`src/common/phy_vendor_pkg.sv`:
```
// constants and types for the vendor status and control register bank
// Notes on behaviour
// - count received packets carrying error; reset zero
// - event enables in bits 15..8, reset zero
// - event flags in bits 7..0, same order
// - flags read-only, cleared after read returns them
// - control bit picks interrupt pin polarity, low default
// - control bit disables automatic crossover, reset zero
// - status bit shows energy on receive pair
// - forced link treats link as passing
// - power saving control bit, resets to one
// - jabber detection enable bit, resets to one
// - status bit shows auto-negotiation completed
// - status bit shows resolved flow control
// - status bit shows isolate mode
// - three-bit status field shows operating mode
// - SQE test enable bit, reset zero
// - scrambler bypass bit, reset zero
// - some defaults come from strap pins
package phy_vendor_pkg;
	localparam logic [4:0] REG_RXERR = 5'h15;
	localparam logic [4:0] REG_EVT = 5'h1B;
	localparam logic [4:0] REG_CTL = 5'h1F;
	localparam int EVT_EN_LSB = 8;
	localparam int EVT_JABBER = 7;
	localparam int EVT_RXERR = 6;
	localparam int CTL_XOVER_DIS = 13;
	localparam int CTL_ENERGY = 12;
	localparam int CTL_FORCE_LINK = 11;
	localparam int CTL_PWR_SAVE = 10;
	localparam int CTL_INT_POL = 9;
	localparam int CTL_JABBER_EN = 8;
	localparam int CTL_AN_DONE = 7;
	localparam int CTL_FLOW = 6;
	localparam int CTL_ISOLATE = 5;
	localparam int CTL_MODE_LSB = 2;
	localparam int CTL_SQE = 1;
	localparam int CTL_SCR_BYP = 0;
	localparam logic [15:0] RXERR_RST = 16'h0000;
	localparam logic [7:0] EVT_EN_RST = 8'h00;
	localparam logic [7:0] EVT_FLAG_RST = 8'h00;
	localparam logic XOVER_DIS_RST = 1'h0;
	localparam logic FORCE_LINK_RST = 1'h0;
	localparam logic PWR_SAVE_RST = 1'h1;
	localparam logic INT_POL_RST = 1'h0;
	localparam logic JABBER_EN_RST = 1'h1;
	localparam logic SQE_RST = 1'h0;
	localparam logic SCR_BYP_RST = 1'h0;
	localparam logic [4:0] PHYAD_RST = 5'h00;
	localparam logic [5:0] PRE_LEN = 6'h20;
	localparam logic [5:0] HDR_LAST = 6'h0B;
	localparam logic [5:0] DATA_LAST = 6'h0F;
	localparam logic [1:0] OP_RD = 2'h2;
	localparam logic [1:0] OP_WR = 2'h1;
	localparam logic [1:0] STRAP_WAIT = 2'h2;
	typedef enum logic [2:0] {
		ST_PRE = 3'h0,
		ST_START = 3'h1,
		ST_HDR = 3'h3,
		ST_TA = 3'h2,
		ST_DATA = 3'h6
	} mgmt_state_t;
endpackage

```
`src/common/flag_if.sv`:
```
// event flag bank connection between register core and flag keeper
`timescale 1ns/1ps
interface flag_if;
	logic [7:0] evt;
	logic [7:0] en;
	logic [7:0] clr;
	logic [7:0] flags;
	logic irq;
	modport bank (input evt, input en, input clr, output flags, output irq);
	modport core (output evt, output en, output clr, input flags, input irq);
endinterface

```
`src/hw/phy_vendor_regs.sv`:
```
// vendor status, event and control registers behind the serial management port
`timescale 1ns/1ps
module phy_vendor_regs (
	input wire logic clock,
	input wire logic rstn,
	input wire logic mdc,
	input wire logic mdio_in,
	output logic mdio_out,
	output logic mdio_oe,
	input wire logic [4:0] strap_phyad,
	input wire logic strap_xover_dis,
	input wire logic strap_scr_byp,
	input wire logic rx_dv,
	input wire logic rx_er,
	input wire logic [7:0] event_pulse,
	input wire logic energy_det,
	input wire logic link_ok,
	input wire logic an_done,
	input wire logic flow_ok,
	input wire logic isolated,
	input wire logic [2:0] op_mode,
	output logic xover_dis,
	output logic force_link,
	output logic link_pass,
	output logic pwr_save,
	output logic jabber_en,
	output logic sqe_test,
	output logic scr_bypass,
	output logic int_pin
);
	import phy_vendor_pkg::*;

	////////////////////////////////////////////////////////////////////
	// pin synchronisers: first stage feeds only the second
	logic [3:0] pin_s1_r;
	logic [3:0] pin_s2_r;
	logic [6:0] strap_s1_r;
	logic [6:0] strap_s2_r;
	logic mdc_d_r;
	logic dv_d_r;
	logic mdc_rise;
	logic mdio_s;
	logic dv_s;
	logic er_s;
	always_ff @(posedge clock or negedge rstn) begin
		if (!rstn) begin
			pin_s1_r <= 4'h0;
			pin_s2_r <= 4'h0;
			strap_s1_r <= 7'h00;
			strap_s2_r <= 7'h00;
			mdc_d_r <= 1'h0;
			dv_d_r <= 1'h0;
		end else begin
			pin_s1_r <= {mdc, mdio_in, rx_dv, rx_er};
			pin_s2_r <= pin_s1_r;
			strap_s1_r <= {strap_phyad, strap_xover_dis, strap_scr_byp};
			strap_s2_r <= strap_s1_r;
			mdc_d_r <= pin_s2_r[3];
			dv_d_r <= pin_s2_r[1];
		end
	end
	assign mdc_rise = pin_s2_r[3] & ~mdc_d_r;
	assign mdio_s = pin_s2_r[2];
	assign dv_s = pin_s2_r[1];
	assign er_s = pin_s2_r[0];
	////////////////////////////////////////////////////////////////////
	// receive error tally: one count per errored packet, wraps at 16 bits
	logic [15:0] rxerr_cnt_r;
	logic [15:0] rxerr_cnt_nxt;
	logic err_seen_r;
	logic err_seen_nxt;
	logic pkt_end;
	logic pkt_err;
	always_comb begin
		pkt_end = dv_d_r & ~dv_s;
		pkt_err = pkt_end & err_seen_r;
		err_seen_nxt = pkt_end ? 1'h0 : (err_seen_r | (er_s & dv_s));
		rxerr_cnt_nxt = pkt_err ? rxerr_cnt_r + 16'h0001 : rxerr_cnt_r;
	end
	always_ff @(posedge clock or negedge rstn) begin
		if (!rstn) begin
			rxerr_cnt_r <= RXERR_RST;
			err_seen_r <= 1'h0;
		end else begin
			rxerr_cnt_r <= rxerr_cnt_nxt;
			err_seen_r <= err_seen_nxt;
		end
	end
	////////////////////////////////////////////////////////////////////
	// management frame engine
	mgmt_state_t st_r;
	mgmt_state_t st_nxt;
	logic [5:0] cnt_r;
	logic [5:0] cnt_nxt;
	logic [11:0] hdr_r;
	logic [11:0] hdr_nxt;
	logic [15:0] sh_r;
	logic [15:0] sh_nxt;
	logic oe_r;
	logic oe_nxt;
	logic dout_r;
	logic dout_nxt;
	logic wr_stb;
	logic rd_cap;
	logic [15:0] wdata;
	logic [4:0] phyad_r;
	logic addr_hit;
	logic int_pol_r;
	flag_if fi();
	function automatic logic [15:0] read_word(input logic [4:0] ra);
		logic [15:0] w;
		w = 16'h0000;
		if (ra == REG_RXERR) begin
			w = rxerr_cnt_r;
		end else if (ra == REG_EVT) begin
			w = {fi.en, fi.flags};
		end else if (ra == REG_CTL) begin
			w[CTL_XOVER_DIS] = xover_dis;
			w[CTL_ENERGY] = energy_det;
			w[CTL_FORCE_LINK] = force_link;
			w[CTL_PWR_SAVE] = pwr_save;
			w[CTL_INT_POL] = int_pol_r;
			w[CTL_JABBER_EN] = jabber_en;
			w[CTL_AN_DONE] = an_done;
			w[CTL_FLOW] = flow_ok;
			w[CTL_ISOLATE] = isolated;
			w[CTL_MODE_LSB+:3] = op_mode;
			w[CTL_SQE] = sqe_test;
			w[CTL_SCR_BYP] = scr_bypass;
		end
		return w;
	endfunction
	always_comb begin
		st_nxt = st_r;
		cnt_nxt = cnt_r;
		hdr_nxt = hdr_r;
		sh_nxt = sh_r;
		oe_nxt = oe_r;
		dout_nxt = dout_r;
		wr_stb = 1'h0;
		rd_cap = 1'h0;
		wdata = {sh_r[14:0], mdio_s};
		addr_hit = hdr_r[9:5] == phyad_r;
		if (mdc_rise) begin
			case (st_r)
			ST_PRE: begin
				if (mdio_s) begin
					cnt_nxt = (cnt_r == PRE_LEN) ? cnt_r : cnt_r + 6'h01;
				end else if (cnt_r == PRE_LEN) begin
					st_nxt = ST_START;
					cnt_nxt = 6'h00;
				end else begin
					cnt_nxt = 6'h00;
				end
			end
			ST_START: begin
				cnt_nxt = 6'h00;
				st_nxt = mdio_s ? ST_HDR : ST_PRE;
			end
			ST_HDR: begin
				hdr_nxt = {hdr_r[10:0], mdio_s};
				cnt_nxt = cnt_r + 6'h01;
				if (cnt_r == HDR_LAST) begin
					st_nxt = ST_TA;
					cnt_nxt = 6'h00;
				end
			end
			ST_TA: begin
				if (cnt_r == 6'h00) begin
					cnt_nxt = 6'h01;
					if (addr_hit && hdr_r[11:10] == OP_RD) begin
						rd_cap = 1'h1;
						sh_nxt = read_word(hdr_r[4:0]);
						oe_nxt = 1'h1;
						dout_nxt = 1'h0;
					end
				end else begin
					st_nxt = ST_DATA;
					cnt_nxt = 6'h00;
					dout_nxt = sh_r[15];
					sh_nxt = {sh_r[14:0], 1'h0};
				end
			end
			ST_DATA: begin
				cnt_nxt = cnt_r + 6'h01;
				if (oe_r) begin
					dout_nxt = sh_r[15];
					sh_nxt = {sh_r[14:0], 1'h0};
				end else begin
					sh_nxt = wdata;
				end
				if (cnt_r == DATA_LAST) begin
					st_nxt = ST_PRE;
					cnt_nxt = 6'h00;
					oe_nxt = 1'h0;
					dout_nxt = 1'h0;
					wr_stb = addr_hit && hdr_r[11:10] == OP_WR && !oe_r;
				end
			end
			default: begin
				st_nxt = ST_PRE;
				cnt_nxt = 6'h00;
				oe_nxt = 1'h0;
			end
			endcase
		end
	end
	always_ff @(posedge clock or negedge rstn) begin
		if (!rstn) begin
			st_r <= ST_PRE;
			cnt_r <= 6'h00;
			hdr_r <= 12'h000;
			sh_r <= 16'h0000;
			oe_r <= 1'h0;
			dout_r <= 1'h0;
		end else begin
			st_r <= st_nxt;
			cnt_r <= cnt_nxt;
			hdr_r <= hdr_nxt;
			sh_r <= sh_nxt;
			oe_r <= oe_nxt;
			dout_r <= dout_nxt;
		end
	end
	assign mdio_oe = oe_r;
	assign mdio_out = dout_r;
	////////////////////////////////////////////////////////////////////
	// writable controls, event enables and strap capture
	logic [7:0] evt_en_r;
	logic [7:0] evt_en_nxt;
	logic [5:0] ctl_r;
	logic [5:0] ctl_nxt;
	logic int_pol_nxt;
	logic [1:0] strap_cnt_r;
	logic [1:0] strap_cnt_nxt;
	logic [4:0] phyad_nxt;
	logic int_nxt;
	logic int_r;
	// ctl_r holds xover, force, power save, jabber, sqe, scrambler bypass
	always_comb begin
		evt_en_nxt = evt_en_r;
		ctl_nxt = ctl_r;
		int_pol_nxt = int_pol_r;
		phyad_nxt = phyad_r;
		strap_cnt_nxt = strap_cnt_r;
		// straps settle through the synchroniser before they are taken
		if (strap_cnt_r != 2'h3) begin
			strap_cnt_nxt = strap_cnt_r + 2'h1;
		end
		if (strap_cnt_r == STRAP_WAIT) begin
			phyad_nxt = strap_s2_r[6:2];
			ctl_nxt[5] = strap_s2_r[1];
			ctl_nxt[0] = strap_s2_r[0];
		end
		if (wr_stb && hdr_r[4:0] == REG_EVT) begin
			evt_en_nxt = wdata[15:EVT_EN_LSB];
		end else if (wr_stb && hdr_r[4:0] == REG_CTL) begin
			ctl_nxt = {wdata[CTL_XOVER_DIS], wdata[CTL_FORCE_LINK],
				wdata[CTL_PWR_SAVE], wdata[CTL_JABBER_EN],
				wdata[CTL_SQE], wdata[CTL_SCR_BYP]};
			int_pol_nxt = wdata[CTL_INT_POL];
		end
		int_nxt = int_pol_r ? fi.irq : ~fi.irq;
	end
	always_ff @(posedge clock or negedge rstn) begin
		if (!rstn) begin
			evt_en_r <= EVT_EN_RST;
			ctl_r <= {XOVER_DIS_RST, FORCE_LINK_RST, PWR_SAVE_RST,
				JABBER_EN_RST, SQE_RST, SCR_BYP_RST};
			int_pol_r <= INT_POL_RST;
			phyad_r <= PHYAD_RST;
			strap_cnt_r <= 2'h0;
			int_r <= 1'h1;
		end else begin
			evt_en_r <= evt_en_nxt;
			ctl_r <= ctl_nxt;
			int_pol_r <= int_pol_nxt;
			phyad_r <= phyad_nxt;
			strap_cnt_r <= strap_cnt_nxt;
			int_r <= int_nxt;
		end
	end
	assign {xover_dis, force_link, pwr_save, jabber_en, sqe_test,
		scr_bypass} = ctl_r;
	assign link_pass = link_ok | force_link;
	assign int_pin = int_r;
	////////////////////////////////////////////////////////////////////
	// event flags; jabber events are dropped while jabber detection is off
	always_comb begin
		fi.evt = event_pulse;
		fi.evt[EVT_JABBER] = event_pulse[EVT_JABBER] & jabber_en;
		fi.evt[EVT_RXERR] = event_pulse[EVT_RXERR] | pkt_err;
		fi.en = evt_en_r;
		// only flags returned by this read are cleared
		fi.clr = (rd_cap && hdr_r[4:0] == REG_EVT) ? fi.flags : 8'h00;
	end
	event_flags u_flags (
		.clock(clock),
		.rstn(rstn),
		.fl(fi.bank)
	);
endmodule // phy_vendor_regs

```
`src/hw/event_flags.sv`:
```
// sticky event flags with clear-on-read and enabled interrupt request
`timescale 1ns/1ps
module event_flags (
	input wire logic clock,
	input wire logic rstn,
	flag_if.bank fl
);
	import phy_vendor_pkg::*;

	logic [7:0] flags_r;
	logic [7:0] flags_nxt;

	////////////////////////////////////////////////////////////////////
	always_comb begin
		// a new event wins over the clear of the same bit
		flags_nxt = (flags_r & ~fl.clr) | fl.evt;
	end

	always_ff @(posedge clock or negedge rstn) begin
		if (!rstn) begin
			flags_r <= EVT_FLAG_RST;
		end else begin
			flags_r <= flags_nxt;
		end
	end

	assign fl.flags = flags_r;
	assign fl.irq = |(flags_r & fl.en);
endmodule // event_flags

```
`config.mk`:
```
export PLATFORM = sky130hd
export DESIGN_NAME = phy_vendor_regs
export DESIGN_NICKNAME = d
export VERILOG_FILES = /design/src/common/phy_vendor_pkg.sv /design/src/common/flag_if.sv /design/src/hw/phy_vendor_regs.sv /design/src/hw/event_flags.sv
export SDC_FILE = /design/constraint.sdc
export NUM_CORES = 1
export LEC_CHECK = 0
export BUFFER_PORTS_ARGS = -buffer_cell sky130_fd_sc_hd__buf_2
export CAP_MARGIN = 10
export CORE_AREA = 4 4 106 108
export CTS_BUF_LIST = sky130_fd_sc_hd__clkbuf_16
export CTS_CLUSTER_DIAMETER = 80
export DETAILED_ROUTE_END_ITERATION = 16
export DIE_AREA = 0 0 110 112
export GPL_TIMING_DRIVEN = 0
export PLACE_DENSITY = 0.67
export SYNTH_ARGS = -nofsm -noshare
export SYNTH_HDL_FRONTEND = slang
export SYNTH_HIERARCHICAL = 1
export SYNTH_SLANG_ARGS = --single-unit
```
`constraint.sdc`:
```
create_clock -name clock -period 2.3 [get_ports clock]
set_input_delay 0.115 -clock clock [delete_from_list [all_inputs] [get_ports clock]]
set_output_delay 0.115 -clock clock [all_outputs]
set_load 0.02 [all_outputs]
```
==> flow_metrics.py, run 1 <==
metrics = {
    "sta": {
        "setup_slack_ns": 0.112,
        "min_period_ns": 2.19,
        "slew_headroom": 0.521,
        "max_freq_ghz": 0.457,
        "finalCritPeriodShare": 0.951,
        "hold_violations": 0,
        "slew_violations": 0,
        "clock_skew_ns": 0.00919,
        "setup_violations": 0,
        "worstMarginPinSlew_ns": 0.719,
        "whs_ns": 0.0268,
        "setup-tns-final_ns": 0,
        "grt_setup_unrepaired": "no",
    },
    "cts": {
        "cts.clk_slew.worst_paths_ns": 0.07,
        "cts_tree": "yes",
        "cts_root_buf": "clkbuf_16",
        "clock_path_buffers": 2,
        "cts_inserted_buffers": 9,
        "cts_sinks": 111,
        "htreeDepth": 3,
        "insertion_delay_ns": 0.35,
    },
    "placement": {
        "gp_congestion": 0.857,
        "dp_slack_ns": -0.259,
        "portBuffers": 38,
        "dp_hpwl_um": 7030,
        "placed_cells": 591,
    },
    "final_layout": {
        "layout.cells.non_filler": 625,
        "final_core_util": 0.584,
        "syn_to_final_growth_pct": 17.9,
        "diodes": 0,
        "fin_nets": 519,
        "final_cell_mix": "108 x dfrtp_1, 55 x mux2_2, 42 x buf_2",
        "layout-drive-gt1-share": 0.282,
        "final_common_cell": "dfrtp_1",
    },
    "worst_setup_path": {
        "critPathSlowestCell": "dfrtp_1",
        "r2r_slack_ns": 0.11,
        "r2r-start": "phyad_r[1]",
        "required_ns": 2.53,
        "rr_worst_depth": 6,
        "end_kind": "flop",
        "critPathKind": "flop to flop",
        "slowest_delay_ns": 0.40,
        "path_cells": "xor2_1 > nor3_2 > nand3_1 > a21oi_4 > buf_6 > mux2_2",
        "worstPathMaxFanout": 10,
        "cp.buffers_inverters": 1,
        "cp_data_arrival_time_ns": 2.42,
        "r2r_end": "sh_r[8]",
        "crit_family": "simple AND/OR/NAND/NOR gates",
        "crit_path_start_kind": "flop",
    },
    "floorplanning": {
        "ioPinCount": 39,
        "core-area_sq_um": 10200,
        "die_y_um": 112,
        "dieArea_sq_um": 12300,
        "initial_utilization": 0.495,
        "rows": 37,
        "fp.dieW_um": 110,
    },
    "drt": {
        "post-route-drc-count": 0,
        "wirelength_um": 10300,
        "vias": 3433,
        "viasPerCell": 5.49,
        "wire_per_inst_um": 16.4,
        "first_iter_violations": 166,
        "ant_nets": 0,
        "drt-pass1-iter-count": 4,
    },
    "flow_run": {
        "drv_cap": 0,
    },
    "power_and_ir_drop": {
        "p_leak_nw": 2.68,
        "irDropWorstVdd_uv": 417,
        "p_per_area_nw_per_um2": 666,
    },
    "worst_hold_path": {
        "hp-class": "primary input to flop",
        "whs_path_depth": 3,
        "min_to": "u_flags/fl.flags[6]",
        "hp-start": "event_pulse[6]",
    },
    "logic_synthesis": {
        "synth_fp_nets": 450,
        "synth-seq-area-share": 0.549,
        "synthDistinctLibCells": 55,
        "synth-edff-count": 0,
        "synthesis.area_sq_um": 5070,
        "synthCells": 416,
        "async_reset_ff_frac": 1.00,
        "avgSynthCellArea_sq_um": 12.2,
        "ys_seq_elements": 111,
        "synth_warnings": 6,
        "ys.flop_type": "dfrtp_1",
    },
    "global_route": {
        "grt_usage": 0.182,
        "grt_pass1_wl_um": 17500,
        "first_global_vias": 3373,
        "grt_max_degree": 58,
        "antenna_found_initial": 0,
        "overflow": 0,
    },
    "outcome": {
        "status": "finished clean",
    },
}
kinds of logic after synthesis:
family                   synth area share
adder cells (fa/ha/maj)            0.0123
buffers and inverters              0.0257
multiplexers                        0.146
XOR/XNOR                           0.0380
AND/OR/NAND/NOR                     0.127
flip-flops                          0.549
AO/OA/AOI/OAI                       0.102
worst max path at each step:
stage,startpoint,to,depth (start not counted)
floorplan,st_r[0],evt_en_r[0],6
global placement,cnt_r[0],u_flags/fl.flags[2],8
detailed placement,cnt_r[0],u_flags/fl.flags[2],8
global route,cnt_r[0],sh_r[12],8
CTS,cnt_r[0],sh_r[11],7
finish,phyad_r[1],sh_r[8],6
cells in the mapped netlist, drive strengths merged (2+ instances only):
cell / number / share of area
dfrtp: 108 / 0.53
mux2: 56 / 0.12
nand2: 29 / 0.021
o21ai: 25 / 0.025
inv: 17 / 0.013
xnor2: 14 / 0.024
a22oi: 13 / 0.019
nor2: 13 / 0.013
mux2i: 11 / 0.022
and2: 10 / 0.012
a21o: 9 / 0.014
a22o: 9 / 0.016
nand3: 9 / 0.0089
and3: 8 / 0.0099
xor2: 8 / 0.014
buf: 7 / 0.0086
nand4: 7 / 0.0099
a21oi: 6 / 0.0067
clkbuf: 6 / 0.0044
nor2b: 6 / 0.0074
ha: 5 / 0.012
a32o: 3 / 0.0059
dfstp: 3 / 0.016
nand2b: 3 / 0.0037
nand3b: 3 / 0.0044
nor3: 3 / 0.0049
nor3b: 3 / 0.0054
a31oi: 2 / 0.0025
and4: 2 / 0.0035
nor4b: 2 / 0.0047
or2: 2 / 0.0025
through the flow:
stage	total power, mW	area [sq um]
finish	3.98	5980
CTS	4.02	5950
detailed placement	2.43	5460
global placement	2.41	5430
floorplan	2.28	5070
global route	4.16	5980
sequential cells by signal (all words and copies together) (netlist names):
signal	count
ctl_r	6
mdio_oe	1
sh_r	16
rxerr_cnt_r	16
int_pol_r	1
dv_d_r	1
hdr_r	12
strap_s2_r	7
u_flags/fl.flags	8
evt_en_r	8
mdio_out	1
err_seen_r	1
mdc_d_r	1
int_pin	1
pin_s2_r	4
strap_s1_r	7
pin_s1_r	4
strap_cnt_r	2
phyad_r	5
cnt_r	6
st_r	3
final cells by class:
type                            count  area, sq um
Fill cell                         856         4260
Sequential cell                   111         2780
Multi-Input combinational cell    275         2190
Timing Repair Buffer               58          408
Clock buffer                        9          225
Tap cell                          136          170
Buffer                             13         68.8
Clock inverter                      6         67.6
Inverter                           17         63.8
repair_timing:
| item | 4_1_cts | 5_1_grt |
|---|---|---|
| setup endpoints to repair | 8 | 35 |
| gates resized for setup | 2 | 9 |
| hold endpoints to repair | 69 | 0 |
| pin swaps | 1 | 0 |
| buffers inserted | 1 | 0 |
| hold buffers | 18 | 0 |
report_power, final:
part           switching, mW  internal (mW)  total (mW)
registers             0.0896           2.03        2.12
clock network          0.714          0.847        1.56
logic                  0.168          0.132       0.300
worst register-to-register path: cells and delay by family (launching register included):
family,cells,cell delay (ns)
and+or+nand+nor,2,0.57
DFF,1,0.40
AOI/OAI and AO/OA,1,0.37
muxes,1,0.35
buffers and inverters,1,0.22
xor gates and xnor gates,1,0.17
per-layer routing:
metal	GRT usage	wire [um]	share of wire
met2	0.274	4900	0.48
met5	0	0	0
met3	0.0394	514	0.050
met4	0.0549	148	0.014
met1	0.264	4700	0.46
No activity file was read; power rests on OpenSTA's default activity.
==> run 2: changes to the inputs <==
- GPL_TIMING_DRIVEN: 0 -> 1
==> run 2 against run 1 <==
Compared with the run above: die area unchanged; sequential cell count did not move; highest routed layer unchanged; setup slack better by 0.086 ns; critical path depth rose by 1; largest power group unchanged; clock power is 7% lower; first-iteration DRC count grew 13%; power shrank 2.7%.
==> flow_metrics.py, run 2 (synthesis results as in run 1) <==
metrics = {
    "global_route": {
        "first_global_vias": 3398,
        "grt_max_degree": 55,
        "grt_pass1_wl_um": 17500,
        "grt_usage": 0.180,
        "antenna_found_initial": 0,
        "overflow": 0,
    },
    "worst_setup_path": {
        "rr_worst_depth": 7,
        "critPathKind": "flop to flop",
        "crit_path_start_kind": "flop",
        "end_kind": "flop",
        "critPathSlowestCell": "o21ai_0",
        "slowest_delay_ns": 0.45,
        "cp_data_arrival_time_ns": 2.33,
        "required_ns": 2.53,
        "path_cells": "inv_1 > ha_1 > nor3b_2 > nand3b_1 > o21ai_0 > nor2_1 > a22o_1",
        "worstPathMaxFanout": 5,
    },
    "floorplanning": {
        "fp.dieW_um": 110,
        "rows": 37,
        "dieArea_sq_um": 12300,
        "core-area_sq_um": 10200,
        "die_y_um": 112,
        "ioPinCount": 39,
        "initial_utilization": 0.495,
    },
    "power_and_ir_drop": {
        "power_switching_mw": 0.967,
        "swShare": 0.250,
        "irDropWorstVdd_uv": 376,
        "p_per_area_nw_per_um2": 655,
        "power_frac_comb": 0.078,
        "power.share.clock": 0.375,
        "seqPwrFrac": 0.547,
        "p_int_mw": 2.91,
        "p_leak_nw": 2.64,
    },
    "drt": {
        "vias": 3379,
        "wire_per_inst_um": 16.5,
        "ant_nets": 0,
        "first_iter_violations": 187,
        "viasPerCell": 5.44,
        "post-route-drc-count": 0,
        "drt-pass1-iter-count": 5,
        "wirelength_um": 10300,
    },
    "worst_hold_path": {
        "hp-class": "primary input to flop",
        "whs_path_depth": 3,
    },
    "final_layout": {
        "syn_to_final_growth_pct": 16.7,
        "layout-drive-gt1-share": 0.278,
        "fin_nets": 514,
        "register_area_sq_um": 2780,
        "diodes": 0,
        "num-fill-cells": 855,
        "layout.cells.non_filler": 621,
        "final_common_cell": "dfrtp_1",
        "multi_input_area_sq_um": 2160,
        "final_core_util": 0.578,
        "largestRegisters": "rxerr_cnt_r (16), sh_r (16), hdr_r (12)",
        "final_cell_mix": "108 x dfrtp_1, 55 x mux2_2, 37 x buf_2",
    },
    "sta": {
        "min_period_ns": 2.10,
        "grt_setup_unrepaired": "no",
        "worstMarginPinSlew_ns": 0.588,
        "slew_headroom": 0.608,
        "max_freq_ghz": 0.476,
        "hold_violations": 0,
        "setup_violations": 0,
        "setup-tns-final_ns": 0,
        "clock_skew_ns": 0.00842,
        "slew_violations": 0,
        "finalCritPeriodShare": 0.914,
        "whs_ns": 0.0699,
    },
    "cts": {
        "cts_sinks": 111,
        "cts_inserted_buffers": 9,
        "cts_tree": "yes",
        "htreeDepth": 3,
        "cts_root_buf": "clkbuf_16",
        "clock_path_buffers": 2,
        "insertion_delay_ns": 0.34,
        "cts.clk_slew.worst_paths_ns": 0.07,
        "cts_resized": 0,
    },
    "placement": {
        "dp_hpwl_um": 6920,
        "portBuffers": 38,
        "placed_cells": 587,
        "gp_congestion": 0.829,
    },
    "flow_run": {
        "drv_cap": 0,
    },
    "outcome": {
        "status": "finished clean",
    },
}
==> run 2: power groups by stage <==
stage | registers [mW] | clock network (mW) | logic, mW
after floorplan | 2.13 | 0 | 0.158
after global placement | 2.15 | 0 | 0.277
after detailed placement | 2.16 | 0 | 0.283
after CTS | 2.12 | 1.50 | 0.308
after global routing | 2.13 | 1.58 | 0.349
final | 2.12 | 1.45 | 0.303
==> run 2: stage by stage <==
stage	setup WS (ns)	instance area, sq um	power [mW]
floorplan	0.393	5070	2.28
global placement	0.291	5460	2.43
detailed placement	0.221	5460	2.44
CTS	0.220	5920	3.92
global route	0.0275	5920	4.06
finish	0.199	5920	3.87
==> run 2: routing by layer <==
layer	track usage	part of all wire
met5	0	0
met4	0.0590	0.016
met3	0.0278	0.043
met2	0.265	0.45
met1	0.272	0.50
==> run 2: critical path: cells and delay by family (launching register included) <==
family,cells,cell delay [ns]
AO/OA/AOI/OAI,2,0.69
adder cells (fa/ha/maj),1,0.13
buffers and inverters,1,0.09
flip-flops,1,0.42
AND/OR/NAND/NOR,3,0.67
==> run 2: worst paths after layout <==
check                                from             endpoint  slack [ns]
setup / recovery                 cnt_r[0]             cnt_r[4]        0.20
hold / removal             event_pulse[6]  u_flags/fl.flags[6]        0.07
setup reg to reg                 cnt_r[0]             cnt_r[4]        0.20
hold reg to reg               pin_s1_r[2]          pin_s2_r[2]        0.35
max in group asynchronous            rstn              sh_r[6]        1.32
min in group asynchronous            rstn        strap_s1_r[6]        0.30
==> run 2: what timing repair did <==
| item | in CTS | in global routing |
|---|---|---|
| endpoints found under the hold margin | 53 | 0 |
| buffers inserted | 0 | 0 |
| hold buffers | 18 | 0 |
==> run 2: final cells by class <==
cell class,instances,share of cell area
clock buffer,9,0.0381
clock inverter,7,0.00783
inverter,17,0.0108
multi-input combinational,275,0.364
sequential,111,0.470
tap,136,0.0288
timing repair buffer,66,0.0799
